--- src/logic/ssi_pkg.sv ---
/*
 * Constants, register map and carrier types of the synchronous serial
 * status block. Assumes an AXI4-Lite master with 32-bit data on aclk.
 */
// Notes on behaviour
// words stay right-justified at any word length
// tx holding free once holding register empties
// tx all done when holding and shifter idle
// tx count end at zero, cleared on write
// tx both zero while both counters zero
// rx word available while holding register full
// lost word on reload, cleared by status read
// rx count end at zero, cleared on write
// rx both zero while both counters zero
// two 16-bit compare values, upper bits zero
// compare flags set on match, read clears
// sync event flags, cleared by status read
// status shows transmitter and receiver enables
// enable register sets mask bits written one
// disable register clears mask bits written one
// mask register reads the enabled interrupts
// receive sync bits captured for software
// transmit sync bits held for sending
// tx sync on edge chosen by select
// sync payload shifted out during frame sync
// interrupt high when flag and mask set
package ssi_pkg;

   localparam int ADDR_W = 8;

   localparam logic [7:0] OFF_CTRL  = 8'h00;
   localparam logic [7:0] OFF_FMODE = 8'h04;
   localparam logic [7:0] OFF_TXH   = 8'h08;
   localparam logic [7:0] OFF_RXH   = 8'h0c;
   localparam logic [7:0] OFF_TSH   = 8'h10;
   localparam logic [7:0] OFF_RSH   = 8'h14;
   localparam logic [7:0] OFF_RC0   = 8'h18;
   localparam logic [7:0] OFF_RC1   = 8'h1c;
   localparam logic [7:0] OFF_STAT  = 8'h20;
   localparam logic [7:0] OFF_IER   = 8'h24;
   localparam logic [7:0] OFF_IDR   = 8'h28;
   localparam logic [7:0] OFF_IMR   = 8'h2c;
   localparam logic [7:0] OFF_TXC   = 8'h30;
   localparam logic [7:0] OFF_TXN   = 8'h34;
   localparam logic [7:0] OFF_RXC   = 8'h38;
   localparam logic [7:0] OFF_RXN   = 8'h3c;

   localparam int B_TX_FREE  = 0;
   localparam int B_TX_DONE  = 1;
   localparam int B_TX_END   = 2;
   localparam int B_TX_BZ    = 3;
   localparam int B_RX_AVAIL = 4;
   localparam int B_RX_LOST  = 5;
   localparam int B_RX_END   = 6;
   localparam int B_RX_BZ    = 7;
   localparam int B_CMP0     = 8;
   localparam int B_CMP1     = 9;
   localparam int B_TX_SYNC  = 10;
   localparam int B_RX_SYNC  = 11;
   localparam int B_TX_ON    = 16;
   localparam int B_RX_ON    = 17;
   localparam int IRQ_W      = 12;

   localparam int CTRL_TX_ON = 0;
   localparam int CTRL_RX_ON = 1;
   localparam int FM_WBM1    = 0;
   localparam int FM_PAYLOAD = 23;
   localparam int FM_EDGE    = 24;

   localparam logic [1:0] RESP_OKAY   = 2'h0;
   localparam logic [1:0] RESP_SLVERR = 2'h2;

   typedef struct packed {
      logic       sync_edge_select;
      logic       sync_payload_on;
      logic [4:0] word_bits_minus_one;
   } ssi_fmode_s;

   typedef struct packed {
      logic sclk;
      logic tx_fs;
      logic rx_fs;
      logic rx_data;
   } ssi_pins_s;

   localparam ssi_fmode_s RST_FMODE   = '{1'b0, 1'b0, 5'h07};
   localparam logic [31:0] RST_WORD   = 32'h0000_0000;
   localparam logic [15:0] RST_CMP    = 16'h0000;
   localparam logic [IRQ_W-1:0] RST_MASK = 12'h000;

endpackage

--- src/logic/ssi_sync.sv ---
/*
 * Two-flop synchroniser for a group of pin inputs.
 * Assumes the pins are asynchronous to aclk.
 */
`timescale 1ns/1ps
module ssi_sync
#(
   parameter int W = 4
)
(
   // clock and reset
   input  wire logic         aclk,
   input  wire logic         aresetn,
   // pins in, synchronised out
   input  wire logic [W-1:0] pin_in,
   output      logic [W-1:0] pin_out
);

   logic [W-1:0] meta;

   always_ff @(posedge aclk)
   begin
      if (!aresetn)
      begin
         meta    <= '0;
         pin_out <= '0;
      end
      else
      begin
         meta    <= pin_in;
         pin_out <= meta;
      end
   end

endmodule

--- src/logic/ssi_top.sv ---
/*
 * Status, interrupt mask, sync holding and compare part of a
 * synchronous serial controller, with a small shift engine and an
 * AXI4-Lite register slave. Assumes the peer drives the serial clock
 * and both frame syncs, and changes them on the clock's falling edge.
 */
`timescale 1ns/1ps
module ssi_top
(
   // clock and reset
   input  wire logic                      aclk,
   input  wire logic                      aresetn,
   // axi4-lite write address and data
   input  wire logic [ssi_pkg::ADDR_W-1:0] s_axi_awaddr,
   input  wire logic                      s_axi_awvalid,
   output      logic                      s_axi_awready,
   input  wire logic [31:0]               s_axi_wdata,
   input  wire logic [3:0]                s_axi_wstrb,
   input  wire logic                      s_axi_wvalid,
   output      logic                      s_axi_wready,
   // axi4-lite write response
   output      logic [1:0]                s_axi_bresp,
   output      logic                      s_axi_bvalid,
   input  wire logic                      s_axi_bready,
   // axi4-lite read
   input  wire logic [ssi_pkg::ADDR_W-1:0] s_axi_araddr,
   input  wire logic                      s_axi_arvalid,
   output      logic                      s_axi_arready,
   output      logic [31:0]               s_axi_rdata,
   output      logic [1:0]                s_axi_rresp,
   output      logic                      s_axi_rvalid,
   input  wire logic                      s_axi_rready,
   // serial link
   input  wire logic                      sclk,
   input  wire logic                      tx_fs,
   input  wire logic                      rx_fs,
   input  wire logic                      rx_data,
   output      logic                      tx_data,
   // interrupt
   output      logic                      irq
);

   ssi_pkg::ssi_pins_s  pins;
   ssi_pkg::ssi_pins_s  pq;
   ssi_pkg::ssi_fmode_s fmode;
   logic [ssi_pkg::ADDR_W-1:0] aw_addr;
   logic [31:0] w_data;
   logic [3:0]  w_strb;
   logic        aw_got;
   logic        w_got;
   logic        wr_en;
   logic        rd_fire;
   logic        st_rd;
   logic        rxh_rd;
   logic        sclk_d;
   logic        tf_d;
   logic        rf_d;
   logic        sclk_rise;
   logic        sclk_fall;
   logic        rf_rise;
   logic        rf_fall;
   logic        tx_on;
   logic        rx_on;
   logic [31:0] tx_hold;
   logic        tx_full;
   logic [31:0] tx_shifter;
   logic [5:0]  tx_left;
   logic        tx_load;
   logic [31:0] tx_sync_bits;
   logic [4:0]  sync_idx;
   logic [31:0] rx_hold;
   logic        rx_avail;
   logic [31:0] rx_sh;
   logic [5:0]  rx_left;
   logic        rx_load;
   logic [31:0] rx_sync_acc;
   logic [31:0] rx_sync_bits;
   logic [15:0] cmp0;
   logic [15:0] cmp1;
   logic        f_lost;
   logic        f_cmp0;
   logic        f_cmp1;
   logic        f_tsync;
   logic        f_rsync;
   logic        f_tend;
   logic        f_rend;
   logic        tsync_ev;
   logic [ssi_pkg::IRQ_W-1:0] mask;
   logic [15:0] tx_cnt;
   logic [15:0] tx_nxt;
   logic [15:0] rx_cnt;
   logic [15:0] rx_nxt;
   logic [31:0] status;
   logic [31:0] next_rdata;
   logic        next_rerr;
   logic [5:0]  word_bits;

   function automatic logic [31:0] merge(input logic [31:0] o,
                                         input logic [31:0] n,
                                         input logic [3:0]  s);
      logic [31:0] r;
      r = o;
      for (int i = 0; i < 4; i++)
      begin
         if (s[i])
            r[i*8 +: 8] = n[i*8 +: 8];
      end
      return r;
   endfunction

   function automatic logic wr_hit(input logic [7:0] a,
                                   input logic [7:0] off,
                                   input logic       en);
      return en && (a == off);
   endfunction

   assign pins = '{sclk, tx_fs, rx_fs, rx_data};

   ssi_sync #(.W($bits(ssi_pkg::ssi_pins_s))) u_sync
   (
      .aclk    (aclk),
      .aresetn (aresetn),
      .pin_in  (pins),
      .pin_out (pq)
   );

   // edges of the synchronised link signals
   always_ff @(posedge aclk)
   begin
      if (!aresetn)
      begin
         sclk_d <= 1'b0;
         tf_d   <= 1'b0;
         rf_d   <= 1'b0;
      end
      else
      begin
         sclk_d <= pq.sclk;
         tf_d   <= pq.tx_fs;
         rf_d   <= pq.rx_fs;
      end
   end

   assign sclk_rise = pq.sclk & ~sclk_d;
   assign sclk_fall = ~pq.sclk & sclk_d;
   assign rf_rise   = pq.rx_fs & ~rf_d;
   assign rf_fall   = ~pq.rx_fs & rf_d;
   assign tsync_ev  = fmode.sync_edge_select ? (~pq.tx_fs & tf_d)
                                             : (pq.tx_fs & ~tf_d);
   assign word_bits = {1'b0, fmode.word_bits_minus_one} + 6'h01;

   // axi4-lite write channel: address and data in either order
   assign wr_en = aw_got & w_got & ~s_axi_bvalid;

   always_ff @(posedge aclk)
   begin
      if (!aresetn)
      begin
         s_axi_awready <= 1'b1;
         s_axi_wready  <= 1'b1;
         s_axi_bvalid  <= 1'b0;
         s_axi_bresp   <= ssi_pkg::RESP_OKAY;
         aw_got        <= 1'b0;
         w_got         <= 1'b0;
         aw_addr       <= '0;
         w_data        <= '0;
         w_strb        <= '0;
      end
      else
      begin
         if (s_axi_awvalid && s_axi_awready)
         begin
            aw_addr       <= s_axi_awaddr;
            aw_got        <= 1'b1;
            s_axi_awready <= 1'b0;
         end
         if (s_axi_wvalid && s_axi_wready)
         begin
            w_data       <= s_axi_wdata;
            w_strb       <= s_axi_wstrb;
            w_got        <= 1'b1;
            s_axi_wready <= 1'b0;
         end
         if (wr_en)
         begin
            s_axi_bvalid <= 1'b1;
            s_axi_bresp  <= (aw_addr[1:0] != 2'h0 ||
                             aw_addr > ssi_pkg::OFF_RXN)
                            ? ssi_pkg::RESP_SLVERR : ssi_pkg::RESP_OKAY;
         end
         if (s_axi_bvalid && s_axi_bready)
         begin
            s_axi_bvalid  <= 1'b0;
            aw_got        <= 1'b0;
            w_got         <= 1'b0;
            s_axi_awready <= 1'b1;
            s_axi_wready  <= 1'b1;
         end
      end
   end

   // axi4-lite read channel
   assign rd_fire = s_axi_arvalid & s_axi_arready;
   assign st_rd   = rd_fire && (s_axi_araddr == ssi_pkg::OFF_STAT);
   assign rxh_rd  = rd_fire && (s_axi_araddr == ssi_pkg::OFF_RXH);

   always_comb
   begin
      next_rerr  = 1'b0;
      next_rdata = ssi_pkg::RST_WORD;
      case (s_axi_araddr)
         ssi_pkg::OFF_CTRL:
         begin
            next_rdata[ssi_pkg::CTRL_TX_ON] = tx_on;
            next_rdata[ssi_pkg::CTRL_RX_ON] = rx_on;
         end
         ssi_pkg::OFF_FMODE:
         begin
            next_rdata[ssi_pkg::FM_WBM1 +: 5] = fmode.word_bits_minus_one;
            next_rdata[ssi_pkg::FM_PAYLOAD]   = fmode.sync_payload_on;
            next_rdata[ssi_pkg::FM_EDGE]      = fmode.sync_edge_select;
         end
         ssi_pkg::OFF_TXH:  next_rdata = ssi_pkg::RST_WORD;
         ssi_pkg::OFF_RXH:  next_rdata = rx_hold;
         ssi_pkg::OFF_TSH:  next_rdata = tx_sync_bits;
         ssi_pkg::OFF_RSH:  next_rdata = rx_sync_bits;
         ssi_pkg::OFF_RC0:  next_rdata = {16'h0000, cmp0};
         ssi_pkg::OFF_RC1:  next_rdata = {16'h0000, cmp1};
         ssi_pkg::OFF_STAT: next_rdata = status;
         ssi_pkg::OFF_IER:  next_rdata = ssi_pkg::RST_WORD;
         ssi_pkg::OFF_IDR:  next_rdata = ssi_pkg::RST_WORD;
         ssi_pkg::OFF_IMR:  next_rdata[ssi_pkg::IRQ_W-1:0] = mask;
         ssi_pkg::OFF_TXC:  next_rdata = {16'h0000, tx_cnt};
         ssi_pkg::OFF_TXN:  next_rdata = {16'h0000, tx_nxt};
         ssi_pkg::OFF_RXC:  next_rdata = {16'h0000, rx_cnt};
         ssi_pkg::OFF_RXN:  next_rdata = {16'h0000, rx_nxt};
         default:           next_rerr  = 1'b1;
      endcase
   end

   always_ff @(posedge aclk)
   begin
      if (!aresetn)
      begin
         s_axi_arready <= 1'b1;
         s_axi_rvalid  <= 1'b0;
         s_axi_rdata   <= ssi_pkg::RST_WORD;
         s_axi_rresp   <= ssi_pkg::RESP_OKAY;
      end
      else if (rd_fire)
      begin
         s_axi_arready <= 1'b0;
         s_axi_rvalid  <= 1'b1;
         s_axi_rdata   <= next_rdata;
         s_axi_rresp   <= next_rerr ? ssi_pkg::RESP_SLVERR
                                    : ssi_pkg::RESP_OKAY;
      end
      else if (s_axi_rvalid && s_axi_rready)
      begin
         s_axi_rvalid  <= 1'b0;
         s_axi_arready <= 1'b1;
      end
   end

   // configuration registers
   always_ff @(posedge aclk)
   begin
      if (!aresetn)
      begin
         tx_on        <= 1'b0;
         rx_on        <= 1'b0;
         fmode        <= ssi_pkg::RST_FMODE;
         tx_sync_bits <= ssi_pkg::RST_WORD;
         cmp0         <= ssi_pkg::RST_CMP;
         cmp1         <= ssi_pkg::RST_CMP;
         mask         <= ssi_pkg::RST_MASK;
      end
      else
      begin
         if (wr_hit(aw_addr, ssi_pkg::OFF_CTRL, wr_en) && w_strb[0])
         begin
            tx_on <= w_data[ssi_pkg::CTRL_TX_ON];
            rx_on <= w_data[ssi_pkg::CTRL_RX_ON];
         end
         if (wr_hit(aw_addr, ssi_pkg::OFF_FMODE, wr_en))
         begin
            if (w_strb[0])
               fmode.word_bits_minus_one <= w_data[ssi_pkg::FM_WBM1 +: 5];
            if (w_strb[2])
               fmode.sync_payload_on <= w_data[ssi_pkg::FM_PAYLOAD];
            if (w_strb[3])
               fmode.sync_edge_select <= w_data[ssi_pkg::FM_EDGE];
         end
         if (wr_hit(aw_addr, ssi_pkg::OFF_TSH, wr_en))
            tx_sync_bits <= merge(tx_sync_bits, w_data, w_strb);
         if (wr_hit(aw_addr, ssi_pkg::OFF_RC0, wr_en))
            cmp0 <= 16'(merge({16'h0000, cmp0}, w_data, w_strb));
         if (wr_hit(aw_addr, ssi_pkg::OFF_RC1, wr_en))
            cmp1 <= 16'(merge({16'h0000, cmp1}, w_data, w_strb));
         if (wr_hit(aw_addr, ssi_pkg::OFF_IER, wr_en))
            mask <= mask | ssi_pkg::IRQ_W'(merge(ssi_pkg::RST_WORD,
                                 w_data, w_strb));
         else if (wr_hit(aw_addr, ssi_pkg::OFF_IDR, wr_en))
            mask <= mask & ~ssi_pkg::IRQ_W'(merge(ssi_pkg::RST_WORD,
                                  w_data, w_strb));
      end
   end

   // transmitter: holding register, shifter and sync payload
   assign tx_load = tx_on & tx_full & (tx_left == 6'h00) & ~pq.tx_fs;

   always_ff @(posedge aclk)
   begin
      if (!aresetn)
      begin
         tx_hold    <= ssi_pkg::RST_WORD;
         tx_full    <= 1'b0;
         tx_shifter <= ssi_pkg::RST_WORD;
         tx_left    <= 6'h00;
         sync_idx   <= 5'h00;
         tx_data    <= 1'b0;
      end
      else
      begin
         if (tx_load)
         begin
            tx_shifter <= tx_hold;
            tx_left    <= word_bits;
            tx_full    <= 1'b0;
         end
         if (wr_hit(aw_addr, ssi_pkg::OFF_TXH, wr_en))
         begin
            tx_hold <= merge(ssi_pkg::RST_WORD, w_data, w_strb);
            tx_full <= 1'b1;
         end
         if (!pq.tx_fs)
            sync_idx <= 5'h00;
         if (sclk_fall)
         begin
            if (pq.tx_fs)
            begin
               tx_data  <= fmode.sync_payload_on &
                           tx_sync_bits[sync_idx];
               sync_idx <= sync_idx + 5'h01;
            end
            else if (tx_left != 6'h00)
            begin
               tx_data <= tx_shifter[tx_left[4:0] - 5'h01];
               tx_left <= tx_left - 6'h01;
            end
            else
               tx_data <= 1'b0;
         end
      end
   end

   // receiver: data word, sync bits and compare
   assign rx_load = sclk_rise & ~pq.rx_fs & (rx_left == 6'h01);

   always_ff @(posedge aclk)
   begin
      if (!aresetn)
      begin
         rx_sh        <= ssi_pkg::RST_WORD;
         rx_left      <= 6'h00;
         rx_hold      <= ssi_pkg::RST_WORD;
         rx_avail     <= 1'b0;
         rx_sync_acc  <= ssi_pkg::RST_WORD;
         rx_sync_bits <= ssi_pkg::RST_WORD;
      end
      else
      begin
         if (rxh_rd)
            rx_avail <= 1'b0;
         if (sclk_rise && pq.rx_fs)
            rx_sync_acc <= {rx_sync_acc[30:0], pq.rx_data};
         if (rf_fall)
         begin
            rx_sync_bits <= rx_sync_acc;
            rx_sync_acc  <= ssi_pkg::RST_WORD;
            rx_sh        <= ssi_pkg::RST_WORD;
            rx_left      <= rx_on ? word_bits : 6'h00;
         end
         else if (sclk_rise && !pq.rx_fs && rx_left != 6'h00)
         begin
            rx_sh   <= {rx_sh[30:0], pq.rx_data};
            rx_left <= rx_left - 6'h01;
         end
         if (rx_load)
         begin
            rx_hold  <= {rx_sh[30:0], pq.rx_data};
            rx_avail <= 1'b1;
         end
      end
   end

   // dma counters: one word per load, reload from next at zero
   always_ff @(posedge aclk)
   begin
      if (!aresetn)
      begin
         tx_cnt <= 16'h0000;
         tx_nxt <= 16'h0000;
         rx_cnt <= 16'h0000;
         rx_nxt <= 16'h0000;
      end
      else
      begin
         if (tx_load && tx_cnt != 16'h0000)
         begin
            tx_cnt <= (tx_cnt == 16'h0001) ? tx_nxt : tx_cnt - 16'h0001;
            if (tx_cnt == 16'h0001)
               tx_nxt <= 16'h0000;
         end
         if (rx_load && rx_cnt != 16'h0000)
         begin
            rx_cnt <= (rx_cnt == 16'h0001) ? rx_nxt : rx_cnt - 16'h0001;
            if (rx_cnt == 16'h0001)
               rx_nxt <= 16'h0000;
         end
         if (wr_hit(aw_addr, ssi_pkg::OFF_TXC, wr_en))
            tx_cnt <= 16'(merge({16'h0000, tx_cnt}, w_data, w_strb));
         if (wr_hit(aw_addr, ssi_pkg::OFF_TXN, wr_en))
            tx_nxt <= 16'(merge({16'h0000, tx_nxt}, w_data, w_strb));
         if (wr_hit(aw_addr, ssi_pkg::OFF_RXC, wr_en))
            rx_cnt <= 16'(merge({16'h0000, rx_cnt}, w_data, w_strb));
         if (wr_hit(aw_addr, ssi_pkg::OFF_RXN, wr_en))
            rx_nxt <= 16'(merge({16'h0000, rx_nxt}, w_data, w_strb));
      end
   end

   // sticky flags: a set in the clearing cycle wins
   always_ff @(posedge aclk)
   begin
      if (!aresetn)
      begin
         f_lost  <= 1'b0;
         f_cmp0  <= 1'b0;
         f_cmp1  <= 1'b0;
         f_tsync <= 1'b0;
         f_rsync <= 1'b0;
         f_tend  <= 1'b0;
         f_rend  <= 1'b0;
      end
      else
      begin
         f_lost  <= (f_lost & ~st_rd) |
                    (rx_load & rx_avail & ~rxh_rd);
         f_cmp0  <= (f_cmp0 & ~st_rd) |
                    (rf_fall & rx_sync_acc[15:0] == cmp0);
         f_cmp1  <= (f_cmp1 & ~st_rd) |
                    (rf_fall & rx_sync_acc[15:0] == cmp1);
         f_tsync <= (f_tsync & ~st_rd) | tsync_ev;
         f_rsync <= (f_rsync & ~st_rd) | rf_rise;
         f_tend  <= (f_tend &
                     ~wr_hit(aw_addr, ssi_pkg::OFF_TXC, wr_en) &
                     ~wr_hit(aw_addr, ssi_pkg::OFF_TXN, wr_en)) |
                    (tx_load & tx_cnt == 16'h0001);
         f_rend  <= (f_rend &
                     ~wr_hit(aw_addr, ssi_pkg::OFF_RXC, wr_en) &
                     ~wr_hit(aw_addr, ssi_pkg::OFF_RXN, wr_en)) |
                    (rx_load & rx_cnt == 16'h0001);
      end
   end

   always_comb
   begin
      status = ssi_pkg::RST_WORD;
      status[ssi_pkg::B_TX_FREE]  = ~tx_full;
      status[ssi_pkg::B_TX_DONE]  = ~tx_full & (tx_left == 6'h00);
      status[ssi_pkg::B_TX_END]   = f_tend;
      status[ssi_pkg::B_TX_BZ]    = (tx_cnt == 16'h0000) &
                                    (tx_nxt == 16'h0000);
      status[ssi_pkg::B_RX_AVAIL] = rx_avail;
      status[ssi_pkg::B_RX_LOST]  = f_lost;
      status[ssi_pkg::B_RX_END]   = f_rend;
      status[ssi_pkg::B_RX_BZ]    = (rx_cnt == 16'h0000) &
                                    (rx_nxt == 16'h0000);
      status[ssi_pkg::B_CMP0]     = f_cmp0;
      status[ssi_pkg::B_CMP1]     = f_cmp1;
      status[ssi_pkg::B_TX_SYNC]  = f_tsync;
      status[ssi_pkg::B_RX_SYNC]  = f_rsync;
      status[ssi_pkg::B_TX_ON]    = tx_on;
      status[ssi_pkg::B_RX_ON]    = rx_on;
   end

   always_ff @(posedge aclk)
   begin
      if (!aresetn)
         irq <= 1'b0;
      else
         irq <= |(status[ssi_pkg::IRQ_W-1:0] & mask);
   end

endmodule

--- config.mk ---
export PLATFORM = sky130hd
export DESIGN_NAME = ssi_top
export DESIGN_NICKNAME = d
export VERILOG_FILES = /design/src/logic/ssi_pkg.sv /design/src/logic/ssi_sync.sv /design/src/logic/ssi_top.sv
export SDC_FILE = /design/constraint.sdc
export NUM_CORES = 1
export LEC_CHECK = 0
export BUFFER_PORTS_ARGS = -buffer_cell sky130_fd_sc_hd__buf_2
export CORE_MARGIN = 4
export CORE_UTILIZATION = 28
export CTS_CLUSTER_DIAMETER = 60
export DETAILED_ROUTE_END_ITERATION = 10
export SLEW_MARGIN = 5
export SYNTH_ARGS = -nofsm -noshare
export SYNTH_HDL_FRONTEND = slang
export SYNTH_SLANG_ARGS = --single-unit
--- constraint.sdc ---
create_clock -name aclk -period 3.55 [get_ports aclk]
set_clock_uncertainty 0.2 [all_clocks]
set_input_delay 0.1775 -clock aclk [delete_from_list [all_inputs] [get_ports aclk]]
set_output_delay 0.1775 -clock aclk [all_outputs]
set_load 0.01 [all_outputs]
# Word-level counts from Yosys, hierarchy flattened

Cells that the tools add are included.

Register bits: 466
Input bits: 63
Output and inout port bits: 43
Word-level logic and storage cells: 303

$add $sub $neg: 7
$lt $le $gt $ge: 3
Equal/unequal tests: 39
Multiplexer cells: 63
Bitwise logic cells: 59
Reduce and logical (&&, ||, !) cells: 72

Operator list:

| cell                                                  | count |
|---|---|
| 2-to-1 mux 16 bit                                     | 12 |
| equality test 8 x 6 -> 1 bit (second input constant)  | 14 |
| case mux 11 bit (10 select lines)                     | 1 |
| 2-to-1 mux 8 bit                                      | 11 |
| case mux 7 bit (11 select lines)                      | 1 |
| zero test 16 bit                                      | 4 |
| equality test 8 x 5 -> 1 bit (second input constant)  | 7 |
| 2-to-1 mux 6 bit                                      | 7 |
| case mux 3 bit (12 select lines)                      | 1 |
| bitwise AND 1 bit                                     | 33 |
| equality test 16 x 1 -> 1 bit (second input constant) | 2 |
| equality test 16 bit                                  | 2 |
| nonzero test 16 bit                                   | 2 |
| subtractor 16 x 1 -> 16 bit (second input constant)   | 2 |
| AND reduction 2 bit                                   | 15 |
| case mux 2 bit (13 select lines)                      | 1 |
| bitwise AND 12 bit                                    | 2 |
| equality test 8 x 4 -> 1 bit (second input constant)  | 3 |
| logical AND 1 bit                                     | 24 |
| 2-to-1 mux 12 bit                                     | 2 |
| nonzero test 2 bit                                    | 12 |
| case mux 7 bit (3 select lines)                       | 1 |
| 2-to-1 mux 4 bit                                      | 5 |
| equality test 8 x 3 -> 1 bit (second input constant)  | 2 |
| other kinds (26)                                      | 77 |

# Longest topological paths before layout

Gate-level depths: netlist of the first run.

Word-level depth: 10
Depth in mapped cells: 10
Gate-level depth less buffers: 8

# Cells and area by module

A second synthesis of the first run with hierarchy kept.

Cell total of the unflattened synthesis: 2599
Area, all modules: 20990.1 µm²

By module, submodules not included:

| module   | times used | cells an instance | area each (µm²) |
|---|---|---|---|
| ssi_top  | 1          | 2583              | 20779.9 |
| ssi_sync | 1          | 16                | 210.2 |

# Least setup slack after synthesis of the first run

OpenSTA, ideal clock, no wires.

Path type: register to register
Start point: register tx_left[0]
End point: register tx_data
Arrival: 2.534 ns
Data required time: 3.236 ns
Slack: 0.702 ns
Stages on the path, launching flop included: 9
Buffers on the path: 0
Clock period less this slack: 2.848 ns
Path through: dfxtp_1 > inv_1 > ha_1 > xor2_1 > mux4_2 > mux2_2 > a31oi_1 > o211ai_1 > a21o_1

Longest elaborated chain between the ends: 5

RTL lines:

| element                                | line           | text |
|---|---|---|
| from (decl)                            | ssi_top.sv:67  | `logic [5:0] tx_left;` |
| from (signal assigned)                 | ssi_top.sv:328 | `tx_left <= word_bits;` |
| from (signal assigned)                 | ssi_top.sv:349 | `tx_left <= tx_left - 6'h01;` |
| subtractor 5 x 1 -> 5 bit              | ssi_top.sv:348 | `tx_data <= tx_shifter[tx_left[4:0] - 5'h01];` |
| binary-select mux 1 bit (select 5 bit) | ssi_top.sv:348 |  |
| 2-to-1 mux 1 bit (implied by the code) | ssi_top.sv:348 |  |
| 2-to-1 mux 1 bit *                     | ssi_top.sv:346 | `else if (tx_left != 6'h00)` |
| 2-to-1 mux 1 bit *                     | ssi_top.sv:340 | `if (pq.tx_fs)` |
| to (signal assigned)                   | ssi_top.sv:342 | `tx_data <= fmode.sync_payload_on &` |
| to (signal assigned)                   | ssi_top.sv:348 |  |
| to (decl)                              | ssi_top.sv:38  | `output logic tx_data,` |

Mark *: on every way between the ends. The rest lies on a longest branch, timed or not. The select of a mux whose other input is x is not followed.
A chain may end at the register's enable or synchronous reset.

# Worst setup path after layout of the first run

Ends and elaborated chain as after synthesis.

==> results of run 1 <==
-- power by group --
| part | internal (mW) | switching (mW) |
|---|---|---|
| sequential | 5.27 | 0.112 |
| clock | 3.19 | 2.26 |
| combinational | 0.225 | 0.412 |
| total | 8.68 | 2.79 |
-- logic make-up after synthesis --
family / Yosys count / share of synthesized area, %
flops: 464 / 44.2
fa+ha+maj: 12 / 0.714
other cells: 1 / 0.0178
mux: 111 / 6.49
simple gates: 1089 / 22.8
buf+inv: 244 / 4.59
compound gates: 646 / 18.7
xor+xnor: 60 / 2.50
-- metal layers --
layer  global-route usage, %  up-vias  wire, um
li1                        -     9424         -
met1                    25.8     9633     33200
met2                    30.6      804     35900
met3                    2.26      195      5400
met4                    8.89        0      4070
met5                       0        -         0
-- metrics by stage --
| step | total power, mW | setup slack [ps] | std cells |
|---|---|---|---|
| after floorplan | 5.78 | 702 | 2628 |
| after detailed placement | 6.06 | 519 | 3579 |
| after CTS | 11.5 | 512 | 3753 |
| final | 11.5 | 539 | 3754 |
| after global routing | 11.8 | 307 | 3753 |
| after global placement | 6.06 | 553 | 3579 |
-- placed cells by master, fill, tap and decap left out, types with 12 or more instances in the layout --
cell type      Yosys  routed
o21a_1            14      14
and2_1            15      14
nand2_1          579     578
a22oi_1           32      32
a221oi_1          19      19
nor2_1           177     176
o21ai_0           64      64
buf_2             15     103
nor4_1            22      21
o211ai_1          15      15
dfxtp_1          464     464
mux2_2            13      13
a211oi_1          34      34
mux2i_1           79      79
nand4_1           16      16
clkbuf_16          0      53
o22ai_1           14      14
xnor2_1           49      49
and3_1            12      12
nor2b_1           16      15
nand3_1          143     143
inv_1             46      45
mux4_2            19      19
a21oi_1          353     353
nor3_1            47      47
buf_4              2      73
ha_1              12      12
dlygate4sd3_1      0      80
-- layout make-up --
type                       instances  area share, %
antenna                            1        0.00996
clock buffer                      73           6.02
clock inverter                    21          0.822
inverter                          47          0.732
multi-input combinational       1920           43.0
sequential                       464           37.0
tap                              969           4.83
timing repair buffer             259           7.66
-- worst max path at each step --
stage	startpoint	endpoint	cells past startpoint
5_1_grt	tx_left[0]	tx_data	9
2_1_floorplan	tx_left[0]	tx_data	8
3_3_place_gp	tx_left[0]	tx_data	9
3_5_place_dp	tx_left[0]	tx_data	9
6_report	tx_left[0]	tx_data	9
4_1_cts	tx_left[0]	tx_data	9
-- worst register-to-register path, cell delays in order (launching register included) --
cell and delay (ps):
dfxtp_1 410, inv_1 190, ha_1 290, xor2_1 440, buf_4 240, mux4_2 500, mux2_2 270, nand4_1 100
o211ai_1 100, a21o_1 160
-- sequential cells by signal, indices dropped and copies added, names as in the netlist, 31 cells and up, named ones only --
signal,flops
tx_hold,32
rx_sync_bits,32
s_axi_rdata,32
tx_shifter,32
w_data,32
rx_sh,31
rx_hold,32
tx_sync_bits,32
rx_sync_acc,32
==> results.yml, run 1 <==
worst_setup_path:
  worstReg2RegStart: "tx_left[0]"
  worstSetupStartpointType: "flop"
  crit_family: "multiplexers"
  crit_chain: "inv_1 > ha_1 > xor2_1 > buf_4 > mux4_2 > mux2_2 > nand4_1 > o211ai_1 > a21o_1"
  cp.required_ps: 3830
  cp-end-kind: "flop"
  path_buf_inv: 2
  reg2reg_slack_ps: 540
  cp.arrival_ps: 3290
  slowest_stage: "mux4_2"
  worstSetupPathType: "reg2reg"
  regToRegEndpoint: "tx_data"
  r2r.worst_path.cells: 9
  crit_fanout: 7
  slowest_delay_ps: 500
global_route:
  grt_pass1_wl_um: 118000
  grt_pass1_vias: 18500
  grt_usage_pct: 19.1
  globalRouteOverflowTotal: 0
  grt_max_degree: 134
  antenna_found_initial: 1
cells_and_area:
  fill_cells: 7748
  drive_gt1_share_pct: 11.8
  utilization_pct: 33.7
  multiInputGateArea_um2: 10800
  nNetsFinal: 2818
  regArea_um2: 9290
  area_growth_pct: 19.5
  fin_area_um2: 25100
min_path:
  hp-start: "s_axi_araddr[1]"
  hp-class: "in2reg"
  hold_depth: 4
  min_to: "s_axi_rresp[1]"
timing:
  rsz0062_at_grt: "no"
  relSlewSlack_pct: 18.5
  setup_tns_ps: 0
  final.min_clock_period_ps: 3010
  drv_slew: 0
  setup_viol: 0
  final-hold-violation-count: 0
  fmax_ghz: 0.332
  fin_crit_sh_pct: 84.8
  whs_ps: 40.0
  tightestPinTransition_ps: 1220
floorplanning:
  initial_core_util_pct: 28.2
  io_pins: 106
  die_area_um2: 79500
  die_width_um: 282
  rows: 100
  die_h_um: 282
  fp.coreArea_um2: 74400
logic_synthesis:
  synthFlopType: "dfxtp_1"
  yosysSeqAreaShare_pct: 44.2
  synth.most_common_cell: "nand2_1"
  synthCells: 2627
  ys_ff_latch: 464
  synth_edf_count: 0
  avgSynthCellArea_um2: 8.00
  ys.warnings.count: 0
  syn_area_um2: 21000
  synth_area_leaders: "dfxtp_1 (44%), nand2_1 (10%), a21oi_1 (8.4%), mux2i_1 (3.8%), nand3_1 (3.4%)"
  yosysTopAreaCell: "dfxtp_1"
  synth_top_area_share_pct: 44.2
  ys_types: 86
  synth_common_cells: "nand2_1 (579), dfxtp_1 (464), a21oi_1 (353), nor2_1 (177), clkbuf_1 (159)"
  async_flop_share_pct: 0
clock_network:
  numCtsBuffers: 51
  clkSinkCount: 464
  clock_latency_ps: 610
  cts.path.max_buffers: 3
  cts_resized: 0
  cts_hold_buffers: 80
  cts_max_level: 2
  cts.clk_slew.worst_paths_ps: 60
  postCtsSetupRepairBufs: 0
  root_buffer: "clkbuf_16"
  cts_tree: "done"
routing:
  num_vias: 20100
  wirelength_um: 78600
  wl_per_cell_um: 20.9
  ant_nets: 0
  viasPerCell: 5.34
  drc: 0
  drt_iter0_drc: 2051
  drtPass1Iterations: 5
power:
  power.density_nw_per_um2: 457
  peakVddDrop_v: 0.000307
  leakage_nw: 8.51
place:
  gp_congestion: 0.979
  dp_hpwl_um: 55400
  portBuffers: 103
  dpl_cell_area_um2: 22600
outcome:
  status: "complete, no violations"
job:
  maxCapViolCount: 0
Note: power is estimated with default switching activity, not from simulation.
==> inputs of run 2 (changes only) <==
Settings changed: ABC_AREA set to 1.
Clock period 3.55 ns to 2.5 ns, I/O delays scaled along.
==> results.yml, run 2 <==
worst_setup_path:
  r2r.worst_path.cells: 9
  regToRegEndpoint: "rx_nxt[5]"
  cp-end-kind: "flop"
  cp.required_ps: 2830
  crit_chain: "dlygate4sd3_1 > buf_6 > buf_16 > o21ai_0 > dlygate4sd3_1 > a21oi_1 > dlygate4sd3_1"
  slowest_delay_ps: 570
  worstSetupStartpointType: "input pin"
  crit_fanout: 60
  worstReg2RegStart: "rx_cnt[10]"
  critPathMostFrequentCell: "dlygate4sd3_1"
  reg2reg_slack_ps: 210
  cp.arrival_ps: 2630
  slowest_stage: "dlygate4sd3_1"
  worstSetupPathType: "in2reg"
global_route:
  grt_pass1_wl_um: 121000
  antenna_found_initial: 2
  grt_pass1_vias: 20000
  grt_usage_pct: 19.0
  globalRouteOverflowTotal: 0
  grt_max_degree: 120
place:
  pre_cts_slack_ps: 114
  portBuffers: 103
  dp_hpwl_um: 58300
  gp_congestion: 0.992
min_path:
  hp-start: "s_axi_araddr[3]"
  min_to: "s_axi_rdata[8]"
  hold_depth: 7
  hp-class: "in2reg"
logic_synthesis:
  ys_types: 51
  synthCells: 3098
  yosysSeqAreaShare_pct: 43.5
  synth.most_common_cell: "nand2_1"
  synth_common_cells: "nand2_1 (596), dfxtp_1 (464), o21ai_0 (407), a21oi_1 (376), nor2_1 (369)"
  synth_top_area_share_pct: 43.5
  synthFlopType: "dfxtp_1"
  synth_edf_count: 0
  async_flop_share_pct: 0
  ys.warnings.count: 0
  yosysTopAreaCell: "dfxtp_1"
  avgSynthCellArea_um2: 6.90
  syn_area_um2: 21400
  synth_area_leaders: "dfxtp_1 (43%), nand2_1 (10%), o21ai_0 (9.5%), a21oi_1 (8.8%), nor2_1 (6.5%)"
  ys_ff_latch: 464
routing:
  num_vias: 21500
  drc: 0
  drtPass1Iterations: 7
  ant_nets: 0
  wl_per_cell_um: 18.6
  viasPerCell: 5.00
  wirelength_um: 80200
  drt_iter0_drc: 1940
timing:
  setup_tns_ps: 0
  final-hold-violation-count: 0
  relSlewSlack_pct: 43.1
  whs_ps: 96.8
  final.setup.worst_slack_ps: 207
  rsz0062_at_grt: "no"
  tightestPinTransition_ps: 852
  fin_crit_sh_pct: 91.7
  drv_slew: 0
  fmax_ghz: 0.436
  setup_viol: 0
  final.min_clock_period_ps: 2290
power:
  peakVddDrop_v: 0.000512
  leakage_nw: 10.6
  power.density_nw_per_um2: 627
cells_and_area:
  final_cell_mix: "nand2_1 (594), dfxtp_1 (464), o21ai_0 (407)"
  area_growth_pct: 20.8
  nNetsFinal: 3361
  drive_gt1_share_pct: 10.5
  final_common_cell: "nand2_1"
floorplanning:
  fp.coreArea_um2: 75800
  initial_core_util_pct: 28.2
  die_width_um: 284
  die_area_um2: 80800
  io_pins: 106
  rows: 101
  die_h_um: 284
clock_network:
  clock_latency_ps: 620
  root_buffer: "clkbuf_16"
  cts.clk_slew.worst_paths_ps: 60
  clkSinkCount: 464
  cts_tree: "done"
  cts_max_level: 2
  numCtsBuffers: 50
  cts.path.max_buffers: 3
job:
  maxCapViolCount: 0
outcome:
  status: "complete, no violations"
[run 2: cell families (layout without fill, tap and decap cells)]
group                    count (synthesis)  count (layout)  synth area share [%]
AND/OR/NAND/NOR                       1233            1233                  24.4
AO/OA/AOI/OAI                          878             878                  21.6
buffers and inverters                  487             711                  8.89
flip-flops                             464             464                  43.5
XOR/XNOR                                23              23                 0.943
adder cells (fa/ha/maj)                 12              12                 0.703
other                                    1               3                0.0175
[run 2: metal layers]
layer / track usage [%] / part of all wire [%] / wire length (um)
met2: 30.8 / 45 / 36100
met4: 7.96 / 4.4 / 3500
met3: 2.71 / 7.3 / 5860
met1: 25.3 / 43 / 34700
met5: 0 / 0 / 0
[run 2: critical path, delay by kind of cell]
family          cells  cell delay [ps]
compound gates      2              230
buf+inv             5             2260
[run 2: final cells by class]
type / count / area, um2
Sequential cell: 464 / 9290
Fill cell: 8145 / 50000
Clock buffer: 76 / 1510
Multi-Input combinational cell: 2148 / 10200
Timing Repair Buffer: 289 / 2200
Antenna cell: 1 / 2.50
Inverter: 333 / 1250
Clock inverter: 13 / 131
Tap cell: 978 / 1220
[run 2: where the power goes]
part           leakage [nW]  internal (mW)  switching [mW]  total [mW]
Sequential             3.76           7.54           0.156        7.70
Clock                 0.802           4.27            3.21        7.48
Combinational          6.08          0.354           0.661        1.01
Total                  10.6           12.2            4.03        16.2
[run 2: worst max path at each step]
stage | from | slack (ps) | endpoint
finish | aresetn | 210 | aw_addr[2]
global placement | s_axi_araddr[1] | 120 | s_axi_rdata[8]
CTS | aresetn | 60 | aw_addr[3]
global route | s_axi_bvalid | 30 | rx_cnt[13]
floorplan | tx_left[0] | 250 | tx_data
detailed placement | s_axi_araddr[1] | 110 | s_axi_rdata[15]
[run 2: what timing repair did]
action                                  in CTS  in global routing
endpoints found under the setup margin       0                 14
resized for setup                            0                  2
setup buffers                                0                  0
endpoints found under the hold margin      219                  0
hold buffers                                83                  0
[run 2: metrics by stage]
stage / utilization [%] / power, mW / std cells / instance area [um2]
after CTS: 34.0 / 16.3 / 4300 / 25800
after global placement: 30.7 / 8.74 / 4128 / 23300
after detailed placement: 30.7 / 8.74 / 4128 / 23300
after floorplan: - / 8.30 / 3099 / 21400
after global routing: 34.1 / 16.7 / 4301 / 25800
final: 34.1 / 16.2 / 4302 / 25800
